<file path="src/hw/tscr_pkg.sv">
// Purpose: constants and types for touch status and calibration registers
// Assumes: 16-bit register port, printed offsets used as addresses
// Notes:   one state struct per module, reset value held here
package tscr_pkg;
   // ************************************************************
   // widths, offsets and fields
   // ************************************************************
   localparam int          ADDR_W        = 12;
   localparam int          DATA_W        = 16;
   localparam int          NUM_CH        = 13;
   localparam int          TRIM_W        = 8;
   localparam logic [11:0] OFS_MASK_LO   = 12'h043;
   localparam logic [11:0] OFS_MASK_HI   = 12'h044;
   localparam logic [11:0] OFS_FLAGS_LO  = 12'h045;
   localparam logic [11:0] OFS_FLAGS_HI  = 12'h046;
   localparam logic [11:0] OFS_SLIDER    = 12'h04B;
   localparam logic [11:0] OFS_TRIM_CFG  = 12'h04E;
   localparam logic [11:0] OFS_ITER_CAP  = 12'h050;
   localparam logic [11:0] OFS_CLR_LO    = 12'h0F0;
   localparam logic [11:0] OFS_CLR_HI    = 12'h0F1;
   localparam int          GPIO_BIT      = 15;
   localparam int          SLD_EVT_BIT   = 7;
   localparam int          CAL_DONE_BIT  = 14;
   localparam int          DRIFT_OFF_BIT = 13;
   localparam int          STEP_LSB      = 0;
   localparam int          CAP_LSB       = 0;
   localparam logic [15:0] LO_VALID      = 16'h011E;
   localparam logic [15:0] HI_VALID      = 16'h833F;
   localparam logic [4:0]  POS_MAX       = 5'h0A;
   // ************************************************************
   // reset values and timing
   // ************************************************************
   localparam logic [15:0] MASK_HI_RST   = 16'h0300;
   localparam logic [3:0]  TRIM_STEP_RST = 4'h2;
   localparam logic [3:0]  ADAPT_START   = 4'h8;
   localparam logic [7:0]  TRIM_RST      = 8'h80;
   localparam int          CLK_PERIOD_PS = 5000;
   localparam int          STEP_PERIOD_NS = 80;
   localparam int          STEP_CYCLES   = (STEP_PERIOD_NS * 1000) / CLK_PERIOD_PS;

   typedef enum logic [2:0] {
      CAL_RUN   = 3'b001,
      CAL_TRACK = 3'b010,
      CAL_HOLD  = 3'b100
   } tscr_cal_type;

   typedef struct packed {
      logic [11:0] addr;
      logic [15:0] wdata;
      logic        wr;
      logic        rd;
   } tscr_bus_type;

   typedef struct packed {
      logic       touch;
      logic       move;
      logic       dir;
      logic [4:0] pos;
   } tscr_slider_type;

   typedef struct packed {
      logic [15:0]  rdata;
      logic         sync1;
      logic         sync2;
      logic         gpio_q;
      logic [12:0]  touch_q;
      logic [15:0]  flags_lo;
      logic [15:0]  flags_hi;
      logic [15:0]  mask_lo;
      logic [15:0]  mask_hi;
      logic [15:0]  slider;
      logic         drift_off;
      logic [3:0]   trim_step;
      logic [3:0]   step_cur;
      logic [7:0]   iter_cap;
      logic [7:0]   iter;
      logic [7:0]   trim;
      tscr_cal_type cal_st;
      logic         cal_done;
      logic         last_dn;
      logic [15:0]  tick_cnt;
      logic         tick;
      logic         irq_n;
   } tscr_state_type;

   localparam tscr_state_type STATE_RST = '{
      rdata: 16'h0000, sync1: 1'b0, sync2: 1'b0, gpio_q: 1'b0,
      touch_q: 13'h0000, flags_lo: 16'h0000, flags_hi: 16'h0000,
      mask_lo: 16'h0000, mask_hi: MASK_HI_RST, slider: 16'h0000,
      drift_off: 1'b0, trim_step: TRIM_STEP_RST, step_cur: ADAPT_START,
      iter_cap: 8'h00, iter: 8'h00, trim: TRIM_RST, cal_st: CAL_RUN,
      cal_done: 1'b0, last_dn: 1'b0, tick_cnt: 16'h0000, tick: 1'b0,
      irq_n: 1'b1};
endpackage : tscr_pkg

</file>
<file path="src/hw/tscr_regs.sv">
// Purpose: touch flags, slider report, trim calibration and drift control
// Assumes: front-end inputs on i_core_clk except the gpio pin
// Notes:   read data valid only in the cycle after the read strobe
//
// The strobed register port was left to the implementer.
`timescale 1ns/1ps
`default_nettype none

// Functional notes
// - A gpio input event sets bit 15 of the upper touch flag register.
// - That event is only taken while the shared pin is configured as input.
// - Touch flags show which channels were touched, in the split bit layout.
// - Bit 7 of the slider status is the slider event and ignores host writes.
// - Bit 6 is high while slider movement and direction are reported.
// - Bit 5 is the read-only direction, 1 for high/right/clockwise.
// - Bits 4:0 hold a position from 1 to 10 while the slider is touched.
// - Position reads zero when channels are not set up as a slider.
// - Bit 14 of trim config is 0 during calibration and 1 once it is done.
// - Drift tracking stops while bit 13 is set and runs while it is clear.
// - A zero trim step selects adaptive trim tracking during calibration.
// - A nonzero trim step moves the trim by that much per step, saturating at 00 and FF.
// - Calibration ends when iterations reach the cap; zero means no cap.
// - A channel raises the interrupt only when its mask bit is set.
module tscr_regs #(
   parameter int STEP_CYCLES = tscr_pkg::STEP_CYCLES
) (
   input  wire logic                     i_core_clk,      // core clock
   input  wire logic                     i_rst,           // sync reset
   input  wire tscr_pkg::tscr_bus_type   i_bus,           // register port
   output logic [15:0]                   o_rdata,         // read data
   input  wire logic [12:0]              i_touch_det,     // per-channel touch
   input  wire logic                     i_gpio_pin,      // async gpio pin
   input  wire logic                     i_gpio_is_input, // pin set as input
   input  wire logic                     i_slider_mode,   // slider configured
   input  wire tscr_pkg::tscr_slider_type i_slider,       // slider report
   input  wire logic                     i_cal_start,     // start calibration
   input  wire logic                     i_cal_at_target, // measurement locked
   input  wire logic                     i_cal_higher,    // trim must go down
   input  wire logic                     i_drift_up,      // ambient drift up
   input  wire logic                     i_drift_dn,      // ambient drift down
   output logic [7:0]                    o_trim_cap,      // trim capacitor
   output logic                          o_cal_done,      // calibration done
   output logic                          o_host_irq_n     // interrupt, low
);
   import tscr_pkg::*;

   // ************************************************************
   // helpers
   // ************************************************************
   function automatic logic [15:0] map_lo(input logic [12:0] c);
      map_lo = {7'h00, c[4], 3'h0, c[3:0], 1'b0};
   endfunction : map_lo

   function automatic logic [15:0] map_hi(input logic [12:0] c);
      map_hi = {6'h00, c[12:11], 2'h0, c[10:5]};
   endfunction : map_hi

   function automatic logic hit(input tscr_bus_type b, input logic [11:0] ofs);
      hit = (b.addr == ofs);
   endfunction : hit

   function automatic logic [7:0] trim_move(input logic [7:0] t,
                                            input logic [3:0] a,
                                            input logic dn);
      if (dn) begin
         trim_move = (t < {4'h0, a}) ? 8'h00 : t - {4'h0, a};
      end else begin
         trim_move = (t > (8'hFF - {4'h0, a})) ? 8'hFF : t + {4'h0, a};
      end
   endfunction : trim_move

   tscr_state_type r_reg;
   tscr_state_type r_next;
   logic [12:0]    rise;
   logic           gpio_evt;
   logic [15:0]    clr_lo;
   logic [15:0]    clr_hi;
   logic [3:0]     amt;
   logic           touched;
   logic           cap_hit;
   logic [15:0]    rd_val;

   // ************************************************************
   // next-state logic
   // ************************************************************
   always_comb begin
      r_next = r_reg;
      // step divider, one-cycle tick
      r_next.tick = 1'b0;
      if (r_reg.tick_cnt == 16'(STEP_CYCLES - 1)) begin
         r_next.tick_cnt = 16'h0000;
         r_next.tick     = 1'b1;
      end else begin
         r_next.tick_cnt = r_reg.tick_cnt + 16'h0001;
      end

      // gpio pin synchroniser and edge
      r_next.sync1  = i_gpio_pin;
      r_next.sync2  = r_reg.sync1;
      r_next.gpio_q = r_reg.sync2;
      gpio_evt = r_reg.sync2 & ~r_reg.gpio_q & i_gpio_is_input;

      // sticky touch flags, set beats clear
      rise = i_touch_det & ~r_reg.touch_q;
      r_next.touch_q = i_touch_det;
      clr_lo = (i_bus.wr && hit(i_bus, OFS_CLR_LO)) ? i_bus.wdata : 16'h0000;
      clr_hi = (i_bus.wr && hit(i_bus, OFS_CLR_HI)) ? i_bus.wdata : 16'h0000;
      r_next.flags_lo = ((r_reg.flags_lo & ~clr_lo) | map_lo(rise)) & LO_VALID;
      r_next.flags_hi = ((r_reg.flags_hi & ~clr_hi) | map_hi(rise)) & HI_VALID;
      if (gpio_evt) begin
         r_next.flags_hi[GPIO_BIT] = 1'b1;
      end

      // slider status follows the front end, host writes ignored
      touched = i_slider_mode & i_slider.touch;
      r_next.slider = 16'h0000;
      r_next.slider[SLD_EVT_BIT]     = touched;
      r_next.slider[SLD_EVT_BIT - 1] = touched & i_slider.move;
      r_next.slider[SLD_EVT_BIT - 2] = touched & i_slider.move & i_slider.dir;
      if (touched && i_slider.pos != 5'h00 && i_slider.pos <= POS_MAX) begin
         r_next.slider[4:0] = i_slider.pos;
      end  // else stays zero

      // host writes, only defined bits stored
      if (i_bus.wr) begin
         if (hit(i_bus, OFS_MASK_LO)) begin
            r_next.mask_lo = i_bus.wdata & LO_VALID;
         end
         if (hit(i_bus, OFS_MASK_HI)) begin
            r_next.mask_hi = i_bus.wdata & HI_VALID;
         end
         if (hit(i_bus, OFS_TRIM_CFG)) begin
            r_next.drift_off = i_bus.wdata[DRIFT_OFF_BIT];
            r_next.trim_step = i_bus.wdata[STEP_LSB +: 4];
         end
         if (hit(i_bus, OFS_ITER_CAP)) begin
            r_next.iter_cap = i_bus.wdata[CAP_LSB +: 8];
         end
      end

      // calibration and drift tracking
      amt = (r_reg.trim_step != 4'h0) ? r_reg.trim_step : r_reg.step_cur;
      cap_hit = (r_reg.iter_cap != 8'h00) && (r_reg.iter >= r_reg.iter_cap);
      case (r_reg.cal_st)
         CAL_RUN: begin
            if (r_reg.tick) begin
               if (cap_hit || i_cal_at_target) begin
                  r_next.cal_st = r_reg.drift_off ? CAL_HOLD : CAL_TRACK;
               end else begin
                  r_next.trim    = trim_move(r_reg.trim, amt, i_cal_higher);
                  r_next.last_dn = i_cal_higher;
                  if (r_reg.iter != 8'hFF) begin
                     r_next.iter = r_reg.iter + 8'h01;
                  end
                  // adaptive: halve the step on each reversal while it is above 1
                  if (r_reg.iter != 8'h00 && i_cal_higher != r_reg.last_dn &&
                      r_reg.step_cur > 4'h1) begin
                     r_next.step_cur = r_reg.step_cur >> 1;
                  end
               end
            end
         end
         CAL_TRACK: begin
            if (r_reg.drift_off) begin
               r_next.cal_st = CAL_HOLD;
            end else if (r_reg.tick && (i_drift_up ^ i_drift_dn)) begin
               r_next.trim = trim_move(r_reg.trim, 4'h1, i_drift_dn);
            end
         end
         CAL_HOLD: begin
            if (!r_reg.drift_off) begin
               r_next.cal_st = CAL_TRACK;
            end
         end
         default: begin
            r_next.cal_st = CAL_RUN;
         end
      endcase
      if (i_cal_start) begin
         r_next.cal_st   = CAL_RUN;
         r_next.iter     = 8'h00;
         r_next.step_cur = ADAPT_START;
      end
      r_next.cal_done = (r_next.cal_st != CAL_RUN);

      // read mux, data only in the cycle after the strobe
      rd_val = 16'h0000;
      case (i_bus.addr)
         OFS_FLAGS_LO: rd_val = r_reg.flags_lo;
         OFS_FLAGS_HI: rd_val = r_reg.flags_hi;
         OFS_MASK_LO:  rd_val = r_reg.mask_lo;
         OFS_MASK_HI:  rd_val = r_reg.mask_hi;
         OFS_SLIDER:   rd_val = r_reg.slider;
         OFS_TRIM_CFG: begin
            rd_val[CAL_DONE_BIT]     = r_reg.cal_done;
            rd_val[DRIFT_OFF_BIT]    = r_reg.drift_off;
            rd_val[STEP_LSB +: 4]    = r_reg.trim_step;
         end
         OFS_ITER_CAP: rd_val[CAP_LSB +: 8] = r_reg.iter_cap;
         default:      rd_val = 16'h0000;
      endcase
      r_next.rdata = i_bus.rd ? rd_val : 16'h0000;

      // interrupt pin tracks the flags it is registered with
      r_next.irq_n = ~(|(r_next.flags_lo & r_next.mask_lo) |
                       |(r_next.flags_hi & r_next.mask_hi) |
                       r_next.slider[SLD_EVT_BIT]);
   end

   // ************************************************************
   // state register and outputs
   // ************************************************************
   always_ff @(posedge i_core_clk) begin
      if (i_rst) begin
         r_reg <= STATE_RST;
      end else begin
         r_reg <= r_next;
      end
   end

   assign o_rdata      = r_reg.rdata;
   assign o_trim_cap   = r_reg.trim;
   assign o_cal_done   = r_reg.cal_done;
   assign o_host_irq_n = r_reg.irq_n;
endmodule : tscr_regs

`default_nettype wire

</file>
<file path="config.mk">
export PLATFORM = sky130hd
export DESIGN_NAME = tscr_regs
export DESIGN_NICKNAME = d
export VERILOG_FILES = /design/src/hw/tscr_pkg.sv /design/src/hw/tscr_regs.sv
export SDC_FILE = /design/constraint.sdc
export NUM_CORES = 1
export LEC_CHECK = 0
export BUFFER_PORTS_ARGS = -buffer_cell sky130_fd_sc_hd__buf_4
export CAP_MARGIN = 25
export CORE_MARGIN = 10
export CORE_UTILIZATION = 30
export CTS_CLUSTER_DIAMETER = 50
export DETAILED_ROUTE_END_ITERATION = 12
export GPL_TIMING_DRIVEN = 0
export PLACE_DENSITY = 0.55
export RECOVER_POWER = 25
export SETUP_SLACK_MARGIN = 0.2
export SLEW_MARGIN = 5
export SYNTH_ARGS = -nofsm -noshare
export SYNTH_HDL_FRONTEND = slang
export SYNTH_SLANG_ARGS = --single-unit
</file>
<file path="constraint.sdc">
create_clock -name i_core_clk -period 2.73 [get_ports i_core_clk]
set_input_delay 0.546 -clock i_core_clk [delete_from_list [all_inputs] [get_ports i_core_clk]]
set_output_delay 0.546 -clock i_core_clk [all_outputs]
set_load 0.02 [all_outputs]
</file>
==> impl_metrics.tcl <==
set metrics [dict create \
    status "finished clean" \
    cts_buffer_depth 2 \
    row_count 53 \
    fin_crit_sh 0.909 \
    internal_power_mw 3.19 \
    rr_startpoint "r_reg[54]" \
    hold_start "i_slider[6]" \
    netlist_instances 765 \
    p_leak_nw 3.46 \
    switching_share 0.250 \
    grt_pass1_wl_um 31100 \
    yosysTopAreaCell "dfxtp_1" \
    die_h_um 167 \
    cap_violations 0 \
    max_stage_delay_ns 0.43 \
    seqPwrFrac 0.428 \
    detail_route.wl_per_cell_um 16.8 \
    place_congestion 0.849 \
    num_vias 5993 \
    ir_drop_mv 0.457 \
    core-area_um2 21200 \
    cts-root-buf "clkbuf_16" \
    clock-sinks 121 \
    io_buffers 77 \
    power_density_nw_per_um2 512 \
    layout.nets 966 \
    async_flop_share 0 \
    hold_viol 0 \
    viasPerCell 5.13 \
    final_area_um2 8310 \
    dp_hpwl_um 15000 \
    cp.required_ns 3.05 \
    synth_seq_area_share 0.373 \
    grt_usage 0.135 \
    dieArea_um2 28000 \
    antenna_found_initial 0 \
    yosysWarnings 0 \
    start_util 0.307 \
    first_global_vias 5863 \
    first_pass_iters 5 \
    syn_area_um2 6500 \
    reg2reg_depth 10 \
    io_pins 87 \
    slew_viol_final 0 \
    ys_types 71 \
    r2r_slack_ns 0.25 \
    antenna_left 0 \
    cp_cell_sequence "inv_2 > a31o_4 > ha_4 > fa_2 > o21bai_4 > a211oi_4 > or3_1 > a31oi_1 > o21ai_1 > a311oi_1" \
    cts_tree "yes" \
    grt_max_degree 17 \
    period_minus_slack_ns 2.48 \
    post-route-drc-count 0 \
    synth_edf_count 0 \
    synth_area_leaders "dfxtp_1 37%, mux2i_1 4.9%, ha_1 4.4%, a21oi_1 4.4%, nor2_1 3.8%" \
    r2r_end "o_trim_cap[5]" \
    cts.reportedPaths.clkPinSlew_ns 0.06 \
    area_growth_pct 27.7 \
    clk_latency_ns 0.42 \
    synth-main-ff-cell "dfxtp_1" \
    critPathArrivalTime_ns 2.81 \
    cts_buffers 17 \
    largest_reg_flops 96 \
    htreeDepth 4 \
    syn_area_per_cell_um2 8.50 \
    postLayoutCoreUtil 0.393 \
    placed_cell_area_um2 7440 \
    tightestPinTransition_ns 0.853 \
    die_w_um 167 \
    drive_above_1_share 0.222 \
    n_fill_cell 2161 \
    final_cells 1168 \
    clkPwrFrac 0.509 \
    startpoint_type "flip-flop" \
    first_iter_violations 339 \
    pwr-share-comb 0.064 \
    ys_ff_latch 121 \
    final-setup-viol-count 0 \
    wl_um 19600 \
    maxSlewHeadroom 0.424 \
    rsz0062_at_grt "true" \
    crit_type "reg2reg" \
    power_switching_mw 1.06 \
    diodes 0 \
    dp_cells 1120 \
    hold_end "r_reg[62]" \
    grt_overflow 0 \
    worst_path_max_delay_cell "fa_2" \
    skew_ns 0.0144 \
    path_max_fanout 4 \
    max_freq_mhz 403 \
    min_path_cells 2 \
    hp-class "in2reg" \
    power_mw 4.25 \
    synth_top_area_share 0.373 \
    cp-end-kind "flip-flop" \
]
-- cells in the mapped netlist (6+ instances only) --
| cell type | count |
|---|---|
| ha_1 | 23 |
| a22oi_1 | 7 |
| buf_1 | 6 |
| nor2b_1 | 25 |
| o31ai_1 | 9 |
| buf_2 | 10 |
| xor2_1 | 14 |
| and3_1 | 11 |
| inv_1 | 41 |
| o22ai_1 | 7 |
| nor3_1 | 15 |
| dfxtp_1 | 121 |
| nand2_1 | 48 |
| nand3_1 | 28 |
| a311oi_1 | 7 |
| and2_1 | 6 |
| nand4_1 | 12 |
| nor2_1 | 66 |
| or3_1 | 8 |
| nor4_1 | 13 |
| a21oi_1 | 57 |
| nand2b_1 | 13 |
| xnor2_1 | 8 |
| o21ai_0 | 36 |
| mux2i_1 | 32 |
| buf_4 | 26 |
| clkbuf_1 | 17 |
-- metal layers --
metal  global-route usage  vias to the layer above  wire length (um)
li1                     -                     2988                 -
met1                0.160                     2831              8640
met2                0.232                      148              9620
met3               0.0335                       26               969
met4               0.0462                        0               416
met5                    0                        -                 0
-- cells in the final DEF (no fill, tap or decap), types with 19 or more instances in the layout --
cell and count:
inv_1 38, nor2b_1 25, mux2i_1 32, ha_1 19
nand2_1 48, nor2_1 63, o21ai_0 31, clkbuf_1 30
dfxtp_1 110, buf_4 102, a21oi_1 56, nand3_1 28
-- critical path: cells and delay by family (launching register included) --
kind / cells / cell delay [ns]
AOI/OAI and AO/OA: 6 / 1.06
adders and majority gates: 2 / 0.60
buffers and inverters: 1 / 0.04
DFF: 1 / 0.38
and+or+nand+nor: 1 / 0.31
-- repair_timing --
action / in CTS / in global routing
endpoints found under the setup margin: 23 / 20
hold buffers: 0 / 0
resized for setup: 22 / 46
buffers inserted: 3 / 13
pin swaps: 4 / 15
-- metrics by stage --
stage / setup TNS [ns] / hold slack [ns] / worst slack, ns
global route: 0 / 0.324 / 0.147
CTS: 0 / 0.325 / 0.168
floorplan: 0 / 0.414 / 0.201
finish: 0 / 0.336 / 0.248
detailed placement: -3.64 / 0.428 / -0.608
global placement: -3.07 / 0.439 / -0.585
-- power by group through the flow --
stage / Combinational [mW] / Sequential [mW] / Clock [mW]
finish: 0.270 / 1.82 / 2.16
global route: 0.296 / 1.82 / 2.27
CTS: 0.270 / 1.82 / 2.20
detailed placement: 0.266 / 1.86 / 0
global placement: 0.266 / 1.86 / 0
floorplan: 0.130 / 1.86 / 0
-- cell type report --
class	count	area, um^2	area share
flip-flops and latches	121	2450	0.294
clock buffers	18	429	0.0517
clock inverters	14	139	0.0167
well taps	275	344	0.0414
repair buffers	93	642	0.0773
inverters	41	156	0.0188
plain buffers	60	363	0.0437
multi-input cells	546	3790	0.456
-- how the worst max path moves through the flow --
stage,endpoint,cells past startpoint,from
finish,o_trim_cap[5],10,r_reg[54]
global route,o_trim_cap[5],10,r_reg[53]
CTS,o_trim_cap[5],10,r_reg[52]
detailed placement,o_host_irq_n,8,i_bus[18]
global placement,o_host_irq_n,8,i_bus[18]
floorplan,o_trim_cap[5],10,r_reg[52]
-- cells by family after synthesis --
group / after synthesis / share of synthesized area
compound gates: 184 / 0.188
xor+xnor: 22 / 0.0296
fa+ha+maj: 25 / 0.0504
buf+inv: 101 / 0.0754
flops: 121 / 0.373
mux: 32 / 0.0493
other cells: 1 / 0.000577
simple gates: 279 / 0.234
No activity file was read; power rests on OpenSTA's default activity.
